File: src/inc/uavi_pkg.sv
/*
 * Constants for the USB/FIFO autovector interrupt block: entry and
 * vector addresses, vector tables, source counts and power states.
 * Assumes it is compiled before every design file that names it.
 */
package uavi_pkg;

	// -----------------------------------------------------------------
	// Source counts and index widths
	// -----------------------------------------------------------------
	localparam int unsigned USB_SRC_N  = 27;          // USB line sources
	localparam int unsigned FIFO_SRC_N = 14;          // FIFO line sources
	localparam int unsigned USB_IDX_W  = 5;           // Index width, USB
	localparam int unsigned FIFO_IDX_W = 4;           // Index width, FIFO

	// -----------------------------------------------------------------
	// Code addresses seen by the core
	// -----------------------------------------------------------------
	localparam logic [15:0] USB_ENTRY_ADDR = 16'h0043;  // USB line entry
	localparam logic [15:0] USB_VEC_ADDR   = 16'h0045;  // USB low target byte
	localparam logic [15:0] FIFO_ENTRY_ADDR = 16'h0053; // FIFO line entry
	localparam logic [15:0] FIFO_PAGE_ADDR = 16'h0054;  // Page byte, software
	localparam logic [15:0] FIFO_VEC_ADDR  = 16'h0055;  // FIFO low target byte

	// -----------------------------------------------------------------
	// Vector bytes, index 0 is highest priority
	// -----------------------------------------------------------------
	// Gaps 14, 1c, 44, 68, 6c own no source; bit 26 is the spare slot
	localparam logic [USB_SRC_N-1:0][7:0] USB_VEC_TBL = {
		8'h64, 8'h7c, 8'h78, 8'h74, 8'h70, 8'h60, 8'h5c, 8'h58, 8'h54,
		8'h50, 8'h4c, 8'h48, 8'h40, 8'h3c, 8'h38, 8'h34, 8'h30, 8'h2c,
		8'h28, 8'h24, 8'h20, 8'h18, 8'h10, 8'h0c, 8'h08, 8'h04, 8'h00};
	localparam logic [7:0] FIFO_VEC_BASE = 8'h80;     // Level flag, ep 2
	localparam logic [7:0] VEC_RST       = 8'h00;     // Vector after reset

	// -----------------------------------------------------------------
	// Power controller states
	// -----------------------------------------------------------------
	typedef enum logic [1:0] {
		UAVI_PWR_RUN  = 2'b00,                        // Clocks running
		UAVI_PWR_DOWN = 2'b01,                        // Oscillator stopped
		UAVI_PWR_LOCK = 2'b10                         // Waiting for PLL
	} uavi_pwr_t;

endpackage : uavi_pkg

File: src/hdl/uavi_prio_enc.sv
/*
 * Fixed priority encoder: lowest set request index wins.
 * Assumes the caller registers the result; purely combinational.
 */
`timescale 1ns/100ps
`default_nettype none

module uavi_prio_enc #(
	parameter int unsigned N     = 8,   // Number of requests
	parameter int unsigned IDX_W = 3    // Index width
) (
	input  wire logic [N-1:0]     i_req,
	output logic                  o_any,
	output logic [IDX_W-1:0]      o_idx
);

	// -----------------------------------------------------------------
	// Scan from the top down so the lowest index stands last
	// -----------------------------------------------------------------
	always_comb begin
		o_any = |i_req;
		o_idx = '0;
		for (int k = N - 1; k >= 0; k--) begin
			if (i_req[k]) begin           // Lower index overrides
				o_idx = IDX_W'(k);
			end
		end
	end

endmodule : uavi_prio_enc

`default_nettype wire

File: src/hdl/uavi_pwr_ctl.sv
/*
 * Power-down entry and wakeup sequencing: stops oscillator and PLL,
 * restarts them on a wakeup source, pulses the wakeup interrupt.
 * Assumes the pins and PLL lock come from outside the clock domain.
 */
`timescale 1ns/100ps
`default_nettype none

module uavi_pwr_ctl (
	input  wire logic i_clk_sys,
	input  wire logic i_rst_n,
	input  wire logic i_power_down_bit,        // Core set power bit, pulse
	input  wire logic i_bus_activity,          // Bus activity, async
	input  wire logic i_wakeup_pin,            // Primary wakeup pin, async
	input  wire logic i_wakeup_active_high,    // 0: primary active low
	input  wire logic i_secondary_wakeup_pin,  // Secondary pin, async
	input  wire logic i_secondary_is_gpio,     // 1: secondary is plain I/O
	input  wire logic i_pll_locked,            // PLL lock, async
	output logic      o_power_down,            // Chip in power-down
	output logic      o_osc_enable,            // Oscillator run
	output logic      o_pll_enable,            // PLL run
	output logic      o_wakeup_irq             // Wakeup interrupt, pulse
);

	// -----------------------------------------------------------------
	// Two-stage synchronisers for the async inputs
	// -----------------------------------------------------------------
	logic [3:0]          sync1_ff;             // First stage only
	logic [3:0]          sync2_ff;             // Safe to read
	uavi_pkg::uavi_pwr_t state_ff;             // Power state
	uavi_pkg::uavi_pwr_t nxt_state;
	logic                irq_ff;               // Wakeup pulse
	logic                nxt_irq;
	logic                osc_ff;               // Oscillator enable
	logic                nxt_osc;
	logic                wake_any;             // Any wakeup source

	// Raw pins into the first stage, nothing else reads it
	// Primary pin resets to its idle high level, so an early power-down
	// right after reset is not taken for a wakeup
	always_ff @(posedge i_clk_sys or negedge i_rst_n) begin
		if (!i_rst_n) begin
			sync1_ff <= 4'h2;
			sync2_ff <= 4'h2;
		end else begin
			sync1_ff <= {i_pll_locked, i_secondary_wakeup_pin, i_wakeup_pin,
				i_bus_activity};
			sync2_ff <= sync1_ff;
		end
	end

	// -----------------------------------------------------------------
	// Wakeup source merge
	// -----------------------------------------------------------------
	always_comb begin
		wake_any = sync2_ff[0]
			| (sync2_ff[1] ~^ i_wakeup_active_high)
			| (sync2_ff[2] & ~i_secondary_is_gpio);
	end

	// -----------------------------------------------------------------
	// Power sequencer, next state
	// -----------------------------------------------------------------
	// The core clock stops in power-down in silicon; this logic is
	// meant to sit on the always-on edge of that clock tree.
	always_comb begin
		nxt_state = state_ff;
		nxt_irq   = 1'b0;
		nxt_osc   = osc_ff;
		unique case (state_ff)
			uavi_pkg::UAVI_PWR_RUN: begin
				if (i_power_down_bit) begin
					nxt_state = uavi_pkg::UAVI_PWR_DOWN;
					nxt_osc   = 1'b0;
				end
			end
			uavi_pkg::UAVI_PWR_DOWN: begin
				if (wake_any) begin
					nxt_state = uavi_pkg::UAVI_PWR_LOCK;
					nxt_osc   = 1'b1;
				end
			end
			uavi_pkg::UAVI_PWR_LOCK: begin
				if (sync2_ff[3]) begin
					nxt_state = uavi_pkg::UAVI_PWR_RUN;
					nxt_irq   = 1'b1;
				end
			end
			default: begin                               // Illegal code
				nxt_state = uavi_pkg::UAVI_PWR_RUN;
				nxt_osc   = 1'b1;
			end
		endcase
	end

	// Register the sequencer
	always_ff @(posedge i_clk_sys or negedge i_rst_n) begin
		if (!i_rst_n) begin
			state_ff <= uavi_pkg::UAVI_PWR_RUN;
			irq_ff   <= 1'b0;
			osc_ff   <= 1'b1;
		end else begin
			state_ff <= nxt_state;
			irq_ff   <= nxt_irq;
			osc_ff   <= nxt_osc;
		end
	end

	assign o_power_down = (state_ff == uavi_pkg::UAVI_PWR_DOWN);
	assign o_osc_enable = osc_ff;
	assign o_pll_enable = osc_ff;             // PLL follows the oscillator
	assign o_wakeup_irq = irq_ff;
endmodule : uavi_pwr_ctl

`default_nettype wire

File: src/hdl/uavi_top.sv
/*
 * Second-level interrupt vectoring for the USB and FIFO shared lines,
 * jump-byte substitution on code fetch, and power-down with wakeup.
 * Assumes the core pulses the set/clear inputs on its own clock and
 * fetches code through this block; pins arrive asynchronously.
 */
`timescale 1ns/100ps
`default_nettype none

module uavi_top #(
	parameter int unsigned USB_N  = uavi_pkg::USB_SRC_N,   // USB sources
	parameter int unsigned FIFO_N = uavi_pkg::FIFO_SRC_N   // FIFO sources
) (
	input  wire logic              i_clk_sys,
	input  wire logic              i_rst_n,
	// Source events and enables
	input  wire logic [USB_N-1:0]  i_usb_evt_set,          // Event pulses
	input  wire logic [USB_N-1:0]  i_usb_evt_clr,          // Core clears
	input  wire logic [USB_N-1:0]  i_usb_evt_en,           // Per-source enable
	input  wire logic [FIFO_N-1:0] i_fifo_evt_set,
	input  wire logic [FIFO_N-1:0] i_fifo_evt_clr,
	input  wire logic [FIFO_N-1:0] i_fifo_evt_en,
	// Setup bits
	input  wire logic              i_usb_autovector_enable,
	input  wire logic              i_fifo_autovector_enable,
	// Code fetch path
	input  wire logic              i_fetch_req,            // Fetch pulse
	input  wire logic [15:0]       i_fetch_addr,           // Code address
	input  wire logic [7:0]        i_fetch_byte,           // Memory byte
	output logic                   o_fetch_vld,            // Data valid
	output logic [7:0]             o_fetch_data,           // Byte to core
	// Interrupt lines to the core
	output logic                   o_usb_shared_irq,
	output logic                   o_fifo_shared_irq,
	output logic [7:0]             o_usb_vector_byte,
	output logic [7:0]             o_fifo_vector_byte,
	output logic [15:0]            o_entry_addr,           // Vector address
	output logic [USB_N-1:0]       o_usb_pending,          // Sticky flags
	output logic [FIFO_N-1:0]      o_fifo_pending,
	// Power
	input  wire logic              i_power_down_bit,
	input  wire logic              i_bus_activity,
	input  wire logic              i_wakeup_pin,
	input  wire logic              i_wakeup_active_high,
	input  wire logic              i_secondary_wakeup_pin,
	input  wire logic              i_secondary_is_gpio,
	input  wire logic              i_pll_locked,
	output logic                   o_power_down,
	output logic                   o_osc_enable,
	output logic                   o_pll_enable,
	output logic                   o_wakeup_irq
);

	// -----------------------------------------------------------------
	// Declarations
	// -----------------------------------------------------------------
	logic [USB_N-1:0]             usb_pend_ff;    // Sticky USB flags
	logic [USB_N-1:0]             nxt_usb_pend;
	logic [FIFO_N-1:0]            fifo_pend_ff;   // Sticky FIFO flags
	logic [FIFO_N-1:0]            nxt_fifo_pend;
	logic [USB_N-1:0]             usb_live;       // Pending and enabled
	logic [FIFO_N-1:0]            fifo_live;
	logic                         usb_any;        // Encoder results
	logic                         fifo_any;
	logic [uavi_pkg::USB_IDX_W-1:0]  usb_idx;
	logic [uavi_pkg::FIFO_IDX_W-1:0] fifo_idx;
	logic                         usb_irq_ff;     // Line outputs
	logic                         nxt_usb_irq;
	logic                         fifo_irq_ff;
	logic                         nxt_fifo_irq;
	logic [7:0]                   usb_vec_ff;     // Current vectors
	logic [7:0]                   nxt_usb_vec;
	logic [7:0]                   fifo_vec_ff;
	logic [7:0]                   nxt_fifo_vec;
	logic [15:0]                  entry_ff;       // Entry address
	logic [15:0]                  nxt_entry;
	logic                         fvld_ff;        // Fetch answer
	logic                         nxt_fvld;
	logic [7:0]                   fdata_ff;
	logic [7:0]                   nxt_fdata;

	// -----------------------------------------------------------------
	// Sticky source flags
	// -----------------------------------------------------------------
	// Set beats clear so an event landing on the clear is kept
	always_comb begin
		nxt_usb_pend  = (usb_pend_ff & ~i_usb_evt_clr) | i_usb_evt_set;
		nxt_fifo_pend = (fifo_pend_ff & ~i_fifo_evt_clr) | i_fifo_evt_set;
	end

	// Register the flags
	always_ff @(posedge i_clk_sys or negedge i_rst_n) begin
		if (!i_rst_n) begin
			usb_pend_ff  <= '0;
			fifo_pend_ff <= '0;
		end else begin
			usb_pend_ff  <= nxt_usb_pend;
			fifo_pend_ff <= nxt_fifo_pend;
		end
	end

	assign usb_live  = usb_pend_ff & i_usb_evt_en;
	assign fifo_live = fifo_pend_ff & i_fifo_evt_en;

	// -----------------------------------------------------------------
	// Priority resolution, lowest index first
	// -----------------------------------------------------------------
	uavi_prio_enc #(
		.N     (USB_N),
		.IDX_W (uavi_pkg::USB_IDX_W)
	) u_usb_enc (
		.i_req (usb_live),
		.o_any (usb_any),
		.o_idx (usb_idx)
	);

	uavi_prio_enc #(
		.N     (FIFO_N),
		.IDX_W (uavi_pkg::FIFO_IDX_W)
	) u_fifo_enc (
		.i_req (fifo_live),
		.o_any (fifo_any),
		.o_idx (fifo_idx)
	);

	// -----------------------------------------------------------------
	// Shared lines, vectors and entry address
	// -----------------------------------------------------------------
	// Vector holds its last value when nothing is pending, so a late
	// fetch after a clear still sees a defined byte
	always_comb begin
		nxt_usb_irq  = usb_any;
		nxt_fifo_irq = fifo_any;
		nxt_usb_vec  = usb_vec_ff;
		nxt_fifo_vec = fifo_vec_ff;
		if (usb_any) begin
			nxt_usb_vec = uavi_pkg::USB_VEC_TBL[usb_idx];
		end
		if (fifo_any) begin
			nxt_fifo_vec = uavi_pkg::FIFO_VEC_BASE
				+ {2'b00, fifo_idx, 2'b00};
		end
		// USB line outranks FIFO line, as in the core's native order
		if (usb_any) begin
			nxt_entry = uavi_pkg::USB_ENTRY_ADDR;
		end else begin
			nxt_entry = uavi_pkg::FIFO_ENTRY_ADDR;
		end
	end

	// Register line state
	always_ff @(posedge i_clk_sys or negedge i_rst_n) begin
		if (!i_rst_n) begin
			usb_irq_ff  <= 1'b0;
			fifo_irq_ff <= 1'b0;
			usb_vec_ff  <= uavi_pkg::VEC_RST;
			fifo_vec_ff <= uavi_pkg::VEC_RST;
			entry_ff    <= uavi_pkg::FIFO_ENTRY_ADDR;
		end else begin
			usb_irq_ff  <= nxt_usb_irq;
			fifo_irq_ff <= nxt_fifo_irq;
			usb_vec_ff  <= nxt_usb_vec;
			fifo_vec_ff <= nxt_fifo_vec;
			entry_ff    <= nxt_entry;
		end
	end

	// -----------------------------------------------------------------
	// Jump-byte substitution on code fetch
	// -----------------------------------------------------------------
	// Only the low target byte is replaced; the page byte before it
	// comes from code memory as software placed it
	always_comb begin
		nxt_fvld  = i_fetch_req;
		nxt_fdata = fdata_ff;
		if (i_fetch_req) begin
			nxt_fdata = i_fetch_byte;
			if (i_usb_autovector_enable
				&& (i_fetch_addr == uavi_pkg::USB_VEC_ADDR)) begin
				nxt_fdata = usb_vec_ff;
			end else if (i_fifo_autovector_enable
				&& (i_fetch_addr == uavi_pkg::FIFO_VEC_ADDR)) begin
				nxt_fdata = fifo_vec_ff;
			end
		end
	end

	// Register the fetch answer
	always_ff @(posedge i_clk_sys or negedge i_rst_n) begin
		if (!i_rst_n) begin
			fvld_ff  <= 1'b0;
			fdata_ff <= 8'h00;
		end else begin
			fvld_ff  <= nxt_fvld;
			fdata_ff <= nxt_fdata;
		end
	end

	// -----------------------------------------------------------------
	// Power-down and wakeup
	// -----------------------------------------------------------------
	uavi_pwr_ctl u_pwr (
		.i_clk_sys              (i_clk_sys),
		.i_rst_n                (i_rst_n),
		.i_power_down_bit       (i_power_down_bit),
		.i_bus_activity         (i_bus_activity),
		.i_wakeup_pin           (i_wakeup_pin),
		.i_wakeup_active_high   (i_wakeup_active_high),
		.i_secondary_wakeup_pin (i_secondary_wakeup_pin),
		.i_secondary_is_gpio    (i_secondary_is_gpio),
		.i_pll_locked           (i_pll_locked),
		.o_power_down           (o_power_down),
		.o_osc_enable           (o_osc_enable),
		.o_pll_enable           (o_pll_enable),
		.o_wakeup_irq           (o_wakeup_irq)
	);

	// -----------------------------------------------------------------
	// Outputs
	// -----------------------------------------------------------------
	assign o_usb_shared_irq   = usb_irq_ff;
	assign o_fifo_shared_irq  = fifo_irq_ff;
	assign o_usb_vector_byte  = usb_vec_ff;
	assign o_fifo_vector_byte = fifo_vec_ff;
	assign o_entry_addr       = entry_ff;
	assign o_usb_pending      = usb_pend_ff;
	assign o_fifo_pending     = fifo_pend_ff;
	assign o_fetch_vld        = fvld_ff;
	assign o_fetch_data       = fdata_ff;
endmodule : uavi_top

`default_nettype wire

File: config.mk
export PLATFORM = sky130hd
export DESIGN_NAME = uavi_top
export DESIGN_NICKNAME = d
export VERILOG_FILES = /design/src/inc/uavi_pkg.sv /design/src/hdl/uavi_prio_enc.sv /design/src/hdl/uavi_pwr_ctl.sv /design/src/hdl/uavi_top.sv
export SDC_FILE = /design/constraint.sdc
export NUM_CORES = 1
export LEC_CHECK = 0
export BUFFER_PORTS_ARGS = -buffer_cell sky130_fd_sc_hd__buf_2
export CORE_MARGIN = 2
export CORE_UTILIZATION = 46
export DETAILED_ROUTE_END_ITERATION = 6
export GPL_ROUTABILITY_DRIVEN = 0
export HOLD_SLACK_MARGIN = 0.06
export PLACE_DENSITY = 0.87
export SYNTH_ARGS = -nofsm -noshare
export SYNTH_HDL_FRONTEND = slang
export SYNTH_SLANG_ARGS = --single-unit
File: constraint.sdc
create_clock -name i_clk_sys -period 5.2 [get_ports i_clk_sys]
set_clock_uncertainty 0.2 [all_clocks]
set_input_delay 0 -clock i_clk_sys [delete_from_list [all_inputs] [get_ports i_clk_sys]]
set_output_delay 0 -clock i_clk_sys [all_outputs]
set_load 0.005 [all_outputs]
### After elaboration in Yosys (flattened, before gate mapping)

Memory sizes are Yosys's and may differ from the RTL's. A register that Yosys moved wholly into a read port is not among the register bits.
Index checks and enable logic that the tools add are counted.

| word-level totals | value |
|---|---|
| ROM bits | 256 |
| output and inout port bits | 88 |
| memories | 1 |
| flip-flop bits (word level) | 88 |
| input bits | 159 |

| cells by class | value |
|---|---|
| multiplexer cells | 53 |
| bitwise operators | 14 |
| $add $sub $neg | 1 |
| eq/ne operators | 7 |
| reductions and logical operators | 8 |

Memories:

| name | words | bits a word | read ports | clocked after memory_dff | write ports | line | source |
|---|---|---|---|---|---|---|---|
| (name not given) | 32 | 8 | 1 | 1 | 0 | uavi_top.sv:137 | `nxt_usb_vec = uavi_pkg::USB_VEC_TBL[usb_idx];` |

Operators by type and width:

| kind | count |
|---|---|
| two-way mux 5 bit | 28 |
| two-way mux 4 bit | 14 |
| AND 27 bit | 2 |
| == test 16 x 7 -> 1 bit, second input constant | 2 |
| AND 14 bit | 2 |
| inverter 27 bit | 1 |
| OR 27 bit | 1 |
| OR reduction 27 bit | 1 |
| two-way mux 8 bit | 2 |
| inverter 14 bit | 1 |
| OR 14 bit | 1 |
| OR reduction 14 bit | 1 |
| adder 8 x 6 -> 8 bit, first input constant | 1 |
| two-way mux 2 bit | 3 |
| one-hot mux 2 bit (3 select lines) | 1 |
| AND reduction 3 bit | 2 |
| two-way mux 1 bit | 4 |
| != test 2 x 1 -> 1 bit, second input constant | 2 |
| one-hot mux 1 bit (3 select lines) | 1 |
| == test 2 x 1 -> 1 bit, second input constant | 1 |
| == test 2 bit, second input constant | 1 |
| logical AND 1 bit | 2 |
| logical NOT 2 bit | 1 |
| != test 2 bit, second input constant | 1 |
| other kinds (5) | 7 |

### Depth between registers and ports, before layout

Gate-level depths: netlist (run 1).

| depth | value |
|---|---|
| depth after elaboration | 28 |
| gate-level depth with buffers | 12 |
| mapped depth without buffers | 12 |

### By module

From an unflattened synthesis (run 1), not the netlist that was laid out.

| second synthesis, totals | value |
|---|---|
| cells, all modules | 412 |
| area, all modules | 4058.9 µm² |

Modules (own cells, without submodules):

| module | times used | cells an instance | area each (µm²) |
|---|---|---|---|
| uavi_top | 1 | 306 | 3170.5 |
| uavi_pwr_ctl | 1 | 24 | 406.6 |
| uavi_prio_enc at u_usb_enc | 1 | 57 | 332.8 |
| uavi_prio_enc at u_fifo_enc | 1 | 25 | 148.9 |

### Worst setup path before layout (run 1)

OpenSTA, ideal clock, no wires.

| path | value |
|---|---|
| path kind | register to register |
| start | register usb_pend_ff[25], in the netlist o_usb_pending[25] |
| end | register usb_vec_ff[2], in the netlist o_usb_vector_byte[2] |
| buffers on the path | 0 |
| period minus slack after synthesis | 2.830 ns |
| data required time | 4.876 ns |
| cell stages (with the launch flop) | 12 |
| arrival | 2.506 ns |
| path slack | 2.370 ns |
| cell sequence | dfrtp_1 > a22o_1 > o21ai_0 > a21oi_1 > o2111a_1 > nand3b_1 > a21boi_0 > inv_1 > ha_1 > a21oi_1 > a311oi_1 > a211o_1 |

| between the ends | value |
|---|---|
| longest elaborated chain between the ends | 27 |
| elaborated cells on any way between the ends | 28 |

RTL lines:

| element | line | source |
|---|---|---|
| start: declaration | uavi_top.sv:57 | `logic [USB_N-1:0] usb_pend_ff;` |
| start signal: assignment | uavi_top.sv:97 | `usb_pend_ff <= nxt_usb_pend;` |
| AND 27 bit * | uavi_top.sv:102 | `assign usb_live = usb_pend_ff & i_usb_evt_en;` |
| two-way mux 5 bit (26 in series) | uavi_prio_enc.sv:24 | `if (i_req[k]) begin` |
| end: declaration | uavi_top.sv:71 | `logic [7:0] usb_vec_ff;` |

Mark *: on every way between the ends. The rest lies on a longest branch, timed or not.
A chain may end at the register's enable or synchronous reset.

### Worst setup path in the final report (run 1)

| path | value |
|---|---|
| start | register fifo_pend_ff[2], in the netlist o_fifo_pending[2] |
| end | register fifo_vec_ff[7], in the netlist o_fifo_vector_byte[7] |

| between the ends | value |
|---|---|
| longest elaborated chain between the ends | 5 |
| elaborated cells on any way between the ends | 6 |

RTL lines:

| element | line | source |
|---|---|---|
| start: declaration | uavi_top.sv:59 | `logic [FIFO_N-1:0] fifo_pend_ff;` |
| start signal: assignment | uavi_top.sv:98 | `fifo_pend_ff <= nxt_fifo_pend;` |
| AND 14 bit * | uavi_top.sv:103 | `assign fifo_live = fifo_pend_ff & i_fifo_evt_en;` |
| two-way mux 4 bit (3 in series) | uavi_prio_enc.sv:24 |  |
| adder 8 x 6 -> 8 bit | uavi_top.sv:141 | `+ {2'b00, fifo_idx, 2'b00};` |
| end signal: assignment | uavi_top.sv:157 | `fifo_vec_ff <= uavi_pkg::VEC_RST;` |
| end signal: assignment | uavi_top.sv:163 | `fifo_vec_ff <= nxt_fifo_vec;` |
| end: declaration | uavi_top.sv:73 | `logic [7:0] fifo_vec_ff;` |

Marks and branches as above.

==> metrics.cfg, run 1 <==
[global_routing]
grt_pass1_wl_mm = 21.9
first_global_vias = 4719
antenna_found_initial = 0
grt_overflow_total = 0
grt_usage_pct = 31.4
grt_max_degree = 76

[sta]
finalCriticalPeriod_ps = 3630
min_period_over_period_pct = 69.8
relSlewSlack_pct = 35.9
clock.fmax_mhz = 275
setup_viol = 0
fin_tns_setup_ps = 0
tightest_slew_ps = 961
rsz0062_at_grt = no
finalHoldViolCount = 0
maxSlewViolCount = 0

[setup_path]
arrival_ps = 3690
worstSetupEndpointType = flop
r2r_cells = 8
start_kind = flop
cpMostUsedCell = dlygate4sd3_1
worst-path-max-fanout = 3
worstSetupPathType = reg2reg
crit_chain = and2_1, a21oi_1, dlygate4sd3_1, nand3_1, dlygate4sd3_1, nor4_1, dlygate4sd3_1, nand2b_1
reg2reg_slack_ps = 1570
required_ps = 5260
slowest_delay_ps = 680
slowest_stage = dlygate4sd3_1

[power]
sw_frac_of_total_pct = 31.0
netSwitchingPower_w = 0.000469
p_clk_share_pct = 28.7
seqPwrFrac_pct = 45.1
power.total_w = 0.00151
leakage_nw = 3.36
p_int_w = 0.00104
combinationalPowerShare_pct = 26.2
vdd_drop_max_mv = 0.216
power_density_nw_per_um2 = 233

[floorplanning]
die_height_um = 95.4
rows = 33
coreArea_um2 = 8130
die_width_um = 95.4
start_util_pct = 47.2
ios = 247
die_area_um2 = 9090

[clock_network]
cts_buffers = 9
cts_tree = yes
cts_max_level = 3
post_cts_buffers = 0
holdBufCountCts = 129
root_buffer = clkbuf_8
clkTransAtPathRegs_ps = 100
cts-resized-gates = 0
clock_latency_ps = 360
clockBufferDepth = 2
numClockSinks = 75

[routing]
dr_total_vias = 4477
wl_per_cell_um = 16.6
drt_pass1_iterations = 7
wl_mm = 14.3
first_iter_violations = 249
routed_via_density = 5.22
ant_nets = 0
post-route-drc-count = 3

[layout]
antennaDiodeCount = 0
area_growth_pct = 68.8
fin_cells = 857
final_nets = 915
drive_gt1_share_pct = 34.0
fill_cells = 484

[yosys]
ys_top_cells_by_area = dfrtp_1 46%, a21o_1 8.0%, inv_1 4.7%, buf_4 4.3%, nand2_1 4.3%
synth_cell_types = 52
yosysMostFrequentCell = dfrtp_1
seq_area_frac_synth_pct = 49.0
yosysTopAreaCell = dfrtp_1
ys_dominant_reg_cell = dfrtp_1
ys_ff_latch = 75
synth_top_area_share_pct = 46.3
synth-async-reset-ratio_pct = 100
ys_warn_count = 0
yosys-top-cells-count = 71 x dfrtp_1, 48 x inv_1, 44 x nand2_1
syn_inst = 386
synth_area_um2 = 3840
synth-edff-count = 0
avgSynthCellArea_um2 = 9.94

[placement]
port_buffers = 225
placed_cells = 712
place_hpwl_mm = 8.27

[worst_hold_path]
hold_depth = 2
hp-class = in2reg

[job]
maxCapViolCount = 0

[status]
status = complete, but fails checks
failed_checks = design-rule violations

## worst max-delay path: cells and delay by family (launching register included)
| family | cells | cell delay, ps |
|---|---|---|
| AOI/OAI and AO/OA | 1 | 150 |
| buffers and inverters | 3 | 1870 |
| and+or+nand+nor | 4 | 900 |
| DFF | 1 | 410 |
## through the flow
stage	hold WS, ps	setup slack, ps	util [%]	instance area, um2
after detailed placement	-90.7	1980	61.5	5000
after global routing	76.0	1370	79.7	6480
final	75.8	1570	79.7	6480
after floorplan	-496	2370	-	3910
after CTS	66.6	1750	79.7	6480
after global placement	-93.5	2170	61.5	5000
## kinds of logic (layout without fill, tap and decap cells)
logic type	count (synthesis)	count (layout)	share of synthesized area, %
buf+inv	73	420	9.29
fa+ha+maj	9	9	2.93
flops	75	75	49.0
xor+xnor	1	1	0.228
other cells	2	21	0.196
simple gates	92	92	11.7
mux	13	13	3.55
compound gates	121	121	23.0
## power by group through the flow
stage	Clock [W]	Combinational, W	Sequential [W]
2_1_floorplan	0	0.000147	0.000685
3_3_place_gp	0	0.000274	0.000686
3_5_place_dp	0	0.000285	0.000690
4_1_cts	0.000429	0.000378	0.000678
5_1_grt	0.000457	0.000431	0.000687
6_report	0.000434	0.000396	0.000681
## state kept, by name, summed over array words and instances, names as in the netlist
name / flops
o_fifo_shared_irq: 1
o_usb_pending: 27
u_pwr.o_wakeup_irq: 1
o_fetch_vld: 1
o_usb_shared_irq: 1
o_fetch_data: 8
u_pwr.o_osc_enable: 1
u_pwr.state_ff: 2
o_usb_vector_byte: 5
u_pwr.sync2_ff: 4
u_pwr.sync1_ff: 4
o_fifo_pending: 14
o_entry_addr: 1
o_fifo_vector_byte: 5
## worst paths after layout
kind | from | end
worst min register to register | u_pwr.sync1_ff[2]$_DFF_PN0_ | u_pwr.sync2_ff[2]$_DFF_PN0_
min in group asynchronous | i_rst_n | o_usb_pending[22]$_DFF_PN0_
max in group asynchronous | i_rst_n | o_usb_pending[15]$_DFF_PN0_
worst min-delay path | i_bus_activity | u_pwr.sync1_ff[0]$_DFF_PN0_
worst max-delay path | o_fifo_pending[2]$_DFF_PN0_ | o_fifo_vector_byte[7]$_DFFE_PN0P_
worst max register to register | o_fifo_pending[2]$_DFF_PN0_ | o_fifo_vector_byte[7]$_DFFE_PN0P_
## cells in the final DEF, fill, tap and decap left out, types with 4 or more instances in the layout
master | netlist | final
o21ai_0 | 19 | 19
a22oi_1 | 11 | 11
nand2_1 | 44 | 44
ha_1 | 9 | 9
a32o_1 | 7 | 7
a21oi_1 | 13 | 13
mux2i_1 | 8 | 8
dlygate4sd3_1 | 0 | 129
conb_1 | 2 | 21
a21o_1 | 41 | 41
nand2b_1 | 9 | 9
buf_2 | 0 | 224
mux2_2 | 5 | 5
nand3_1 | 5 | 5
a22o_1 | 7 | 7
inv_1 | 48 | 48
dfrtp_1 | 71 | 71
clkbuf_8 | 0 | 9
dfstp_2 | 4 | 4
nor2_1 | 11 | 11
## layout make-up
cell class | count | area, um2 | area share [%]
clock inverter | 7 | 60.1 | 0.927
sequential | 75 | 1880 | 29.0
clock buffer | 9 | 124 | 1.91
timing repair buffer | 355 | 2430 | 37.5
inverter | 49 | 184 | 2.84
tap | 105 | 131 | 2.03
multi-input combinational | 257 | 1670 | 25.8
## layer usage
metal  vias up  GRT usage, %  share of wire [%]
li1       2037             -                  -
met1      2107          34.8                 37
met2       281          57.6                 53
met3        52          4.58                7.0
met4         0          16.9                3.5
met5         -             0                  0
(Power assumes the default switching activity.)
==> inputs of run 2 (changes only) <==
--- a/config.mk
+++ b/config.mk
@@ -6,12 +6,13 @@
 export NUM_CORES = 1
 export LEC_CHECK = 0
 export BUFFER_PORTS_ARGS = -buffer_cell sky130_fd_sc_hd__buf_2
+export CORE_ASPECT_RATIO = 1.75
 export CORE_MARGIN = 2
-export CORE_UTILIZATION = 46
+export CORE_UTILIZATION = 43
 export DETAILED_ROUTE_END_ITERATION = 6
 export GPL_ROUTABILITY_DRIVEN = 0
 export HOLD_SLACK_MARGIN = 0.06
-export PLACE_DENSITY = 0.87
+export PLACE_DENSITY = 0.82
 export SYNTH_ARGS = -nofsm -noshare
 export SYNTH_HDL_FRONTEND = slang
 export SYNTH_SLANG_ARGS = --single-unit
==> constraint.sdc (replaced) <==
create_clock -name i_clk_sys -period 3.36 [get_ports i_clk_sys]
set_clock_uncertainty 0.2 [all_clocks]
set_input_delay 0 -clock i_clk_sys [delete_from_list [all_inputs] [get_ports i_clk_sys]]
set_output_delay 0 -clock i_clk_sys [all_outputs]
set_load 0.005 [all_outputs]
==> metrics.cfg, run 2 (synthesis results as in run 1) <==
[sta]
clock.fmax_mhz = 334  ; +21%
finalHoldViolCount = 0  ; unchanged
finalCriticalPeriod_ps = 3000  ; -636 ps
fin_tns_setup_ps = 0  ; unchanged
setup_viol = 0  ; unchanged
tightest_slew_ps = 941  ; -20.1 ps
relSlewSlack_pct = 37.3  ; +1.3 points
rsz0062_at_grt = no
min_period_over_period_pct = 89.2  ; +19 points
maxSlewViolCount = 0  ; unchanged

[setup_path]
cpMostUsedCell = dlygate4sd3_1
slowest_stage = dlygate4sd3_1
required_ps = 3380  ; -1880 ps
critical_path.n_buffers_inverters = 2  ; -1
start_kind = flop
critPathTopFamily = buffers and inverters
worstSetupPathType = reg2reg
worstSetupEndpointType = flop
arrival_ps = 3020  ; -670 ps
crit_chain = and2_1, a21oi_1, dlygate4sd3_1, nand3_1, nor4_1, dlygate4sd3_1, nand2b_1
slowest_delay_ps = 660  ; -20 ps
worst-path-max-fanout = 3  ; unchanged

[global_routing]
antenna_found_initial = 2  ; +2
grt_usage_pct = 31.2  ; -0.16 points
grt_max_degree = 76  ; unchanged
first_global_vias = 4961  ; +5.1%
grt_pass1_wl_mm = 22.8  ; +4.2%
grt_overflow_total = 0  ; unchanged

[layout]
fin_area_um2 = 6600  ; +1.8%
layout_commonest_cell = buf_2
layout_common_cells = 224 x buf_2, 127 x dlygate4sd3_1, 71 x dfrtp_1, 48 x inv_1, 44 x nand2_1
fill_cells = 582  ; +20%
area_growth_pct = 71.8
final_nets = 914  ; -0.11%
largest_reg_flops = 27  ; unchanged
drive_gt1_share_pct = 34.2  ; +0.18 points
utilization_pct = 76.1  ; -3.6 points

[routing]
post-route-drc-count = 0  ; -3
wl_per_cell_um = 17.1  ; +2.8%
routed_via_density = 5.30  ; +1.4%
wl_mm = 14.9  ; +4.3%
ant_nets = 0  ; unchanged
drt_pass1_iterations = 4  ; -3
dr_total_vias = 4610  ; +3.0%
first_iter_violations = 303  ; +22%

[clock_network]
cts_tree = yes
clockBufferDepth = 2  ; unchanged
root_buffer = clkbuf_16
clkTransAtPathRegs_ps = 60  ; -40 ps
cts_max_level = 3  ; unchanged
cts-resized-gates = 0  ; unchanged
cts_buffers = 9  ; unchanged
numClockSinks = 75  ; unchanged
post_cts_buffers = 0  ; unchanged
clock_latency_ps = 340  ; -20 ps

[placement]
port_buffers = 225  ; unchanged
place_hpwl_mm = 8.64  ; +4.5%
placed_area_um2 = 5030  ; +0.45%

[floorplanning]
ios = 247  ; unchanged
die_width_um = 75.4  ; -21%
start_util_pct = 44.3  ; -2.9 points
coreArea_um2 = 8670  ; +6.6%
rows = 45  ; +36%
die_area_um2 = 9730  ; +7.0%
die_height_um = 129  ; +35%

[status]
status = finished, final reports clean

[job]
maxCapViolCount = 0  ; unchanged

[power]
leakage_nw = 3.41  ; +1.6%
power_density_nw_per_um2 = 397  ; +70%
vdd_drop_max_mv = 0.402  ; +86%

[worst_hold_path]
hp-class = in2reg

[run 2: cell count changes in the layout (fill, tap and decap cells not counted)]
cell	delta
diode_2	+2
inv_8	-1
clkbuf_16	+9
clkbuf_8	-9
buf_4	+1
clkinv_8	+1
dlygate4sd3_1	-2
clkinvlp_4	-2
inv_6	+2
[run 2: tightest hold or removal path, stage by stage]
cell,delay (ps)
buf_2,100
a22oi_1,130
nand3b_1,140
mux2i_1,90
a21oi_1,130
[run 2: cell type report]
class	instances	area [um2]	area share, %
diodes	2	5.00	0.0759
clock buffers	9	225	3.41
clock inverters	7	67.6	1.02
inverters	49	184	2.79
multi-input cells	257	1670	25.3
flip-flops and latches	75	1880	28.5
well taps	117	146	2.22
repair buffers	354	2410	36.6
[run 2: what timing repair did]
action	in CTS	in global routing
hold endpoints to repair	138	0
hold buffers	127	0
setup endpoints to repair	0	0
[run 2: stage by stage]
step	hold slack [ps]	power [W]	cells	setup slack [ps]
2_1_floorplan	-496	0.00129	405	530
3_3_place_gp	-94.2	0.00149	725	621
3_5_place_dp	-91.4	0.00151	725	507
4_1_cts	88.1	0.00259	868	485
5_1_grt	94.6	0.00272	870	193
6_report	94.0	0.00262	870	364
[run 2: final timing paths]
path | endpoint | cells past startpoint | slack, ps | from
min | o_usb_vector_byte[4]$_DFFE_PN0N_ | 5 | 90 | i_usb_evt_en[4]
max | o_fifo_vector_byte[7]$_DFFE_PN0P_ | 7 | 360 | o_fifo_pending[2]$_DFF_PN0_
min reg2reg | u_pwr.sync2_ff[1]$_DFF_PN1_ | 0 | 160 | u_pwr.sync1_ff[1]$_DFF_PN1_
max reg2reg | o_fifo_vector_byte[7]$_DFFE_PN0P_ | 7 | 360 | o_fifo_pending[2]$_DFF_PN0_
min in group asynchronous | o_usb_pending[16]$_DFF_PN0_ | 2 | 150 | i_rst_n
max in group asynchronous | o_fifo_pending[13]$_DFF_PN0_ | 2 | 2200 | i_rst_n
[run 2: power breakdown]
group	internal, W	switching (W)	total, W	leakage, nW
logic	0.000351	0.000269	0.000620	2.42
registers	0.000985	0.0000725	0.00106	0.846
clock network	0.000518	0.000423	0.000942	0.140
[run 2: metal layers]
| layer | up-vias | GRT usage, % | part of all wire, % |
|---|---|---|---|
| met4 | 0 | 20.8 | 6.5 |
| met2 | 312 | 56.1 | 55 |
| met5 | - | 0 | 0 |
| met3 | 89 | 6.81 | 6.1 |
| met1 | 2167 | 30.4 | 33 |
| li1 | 2042 | - | - |
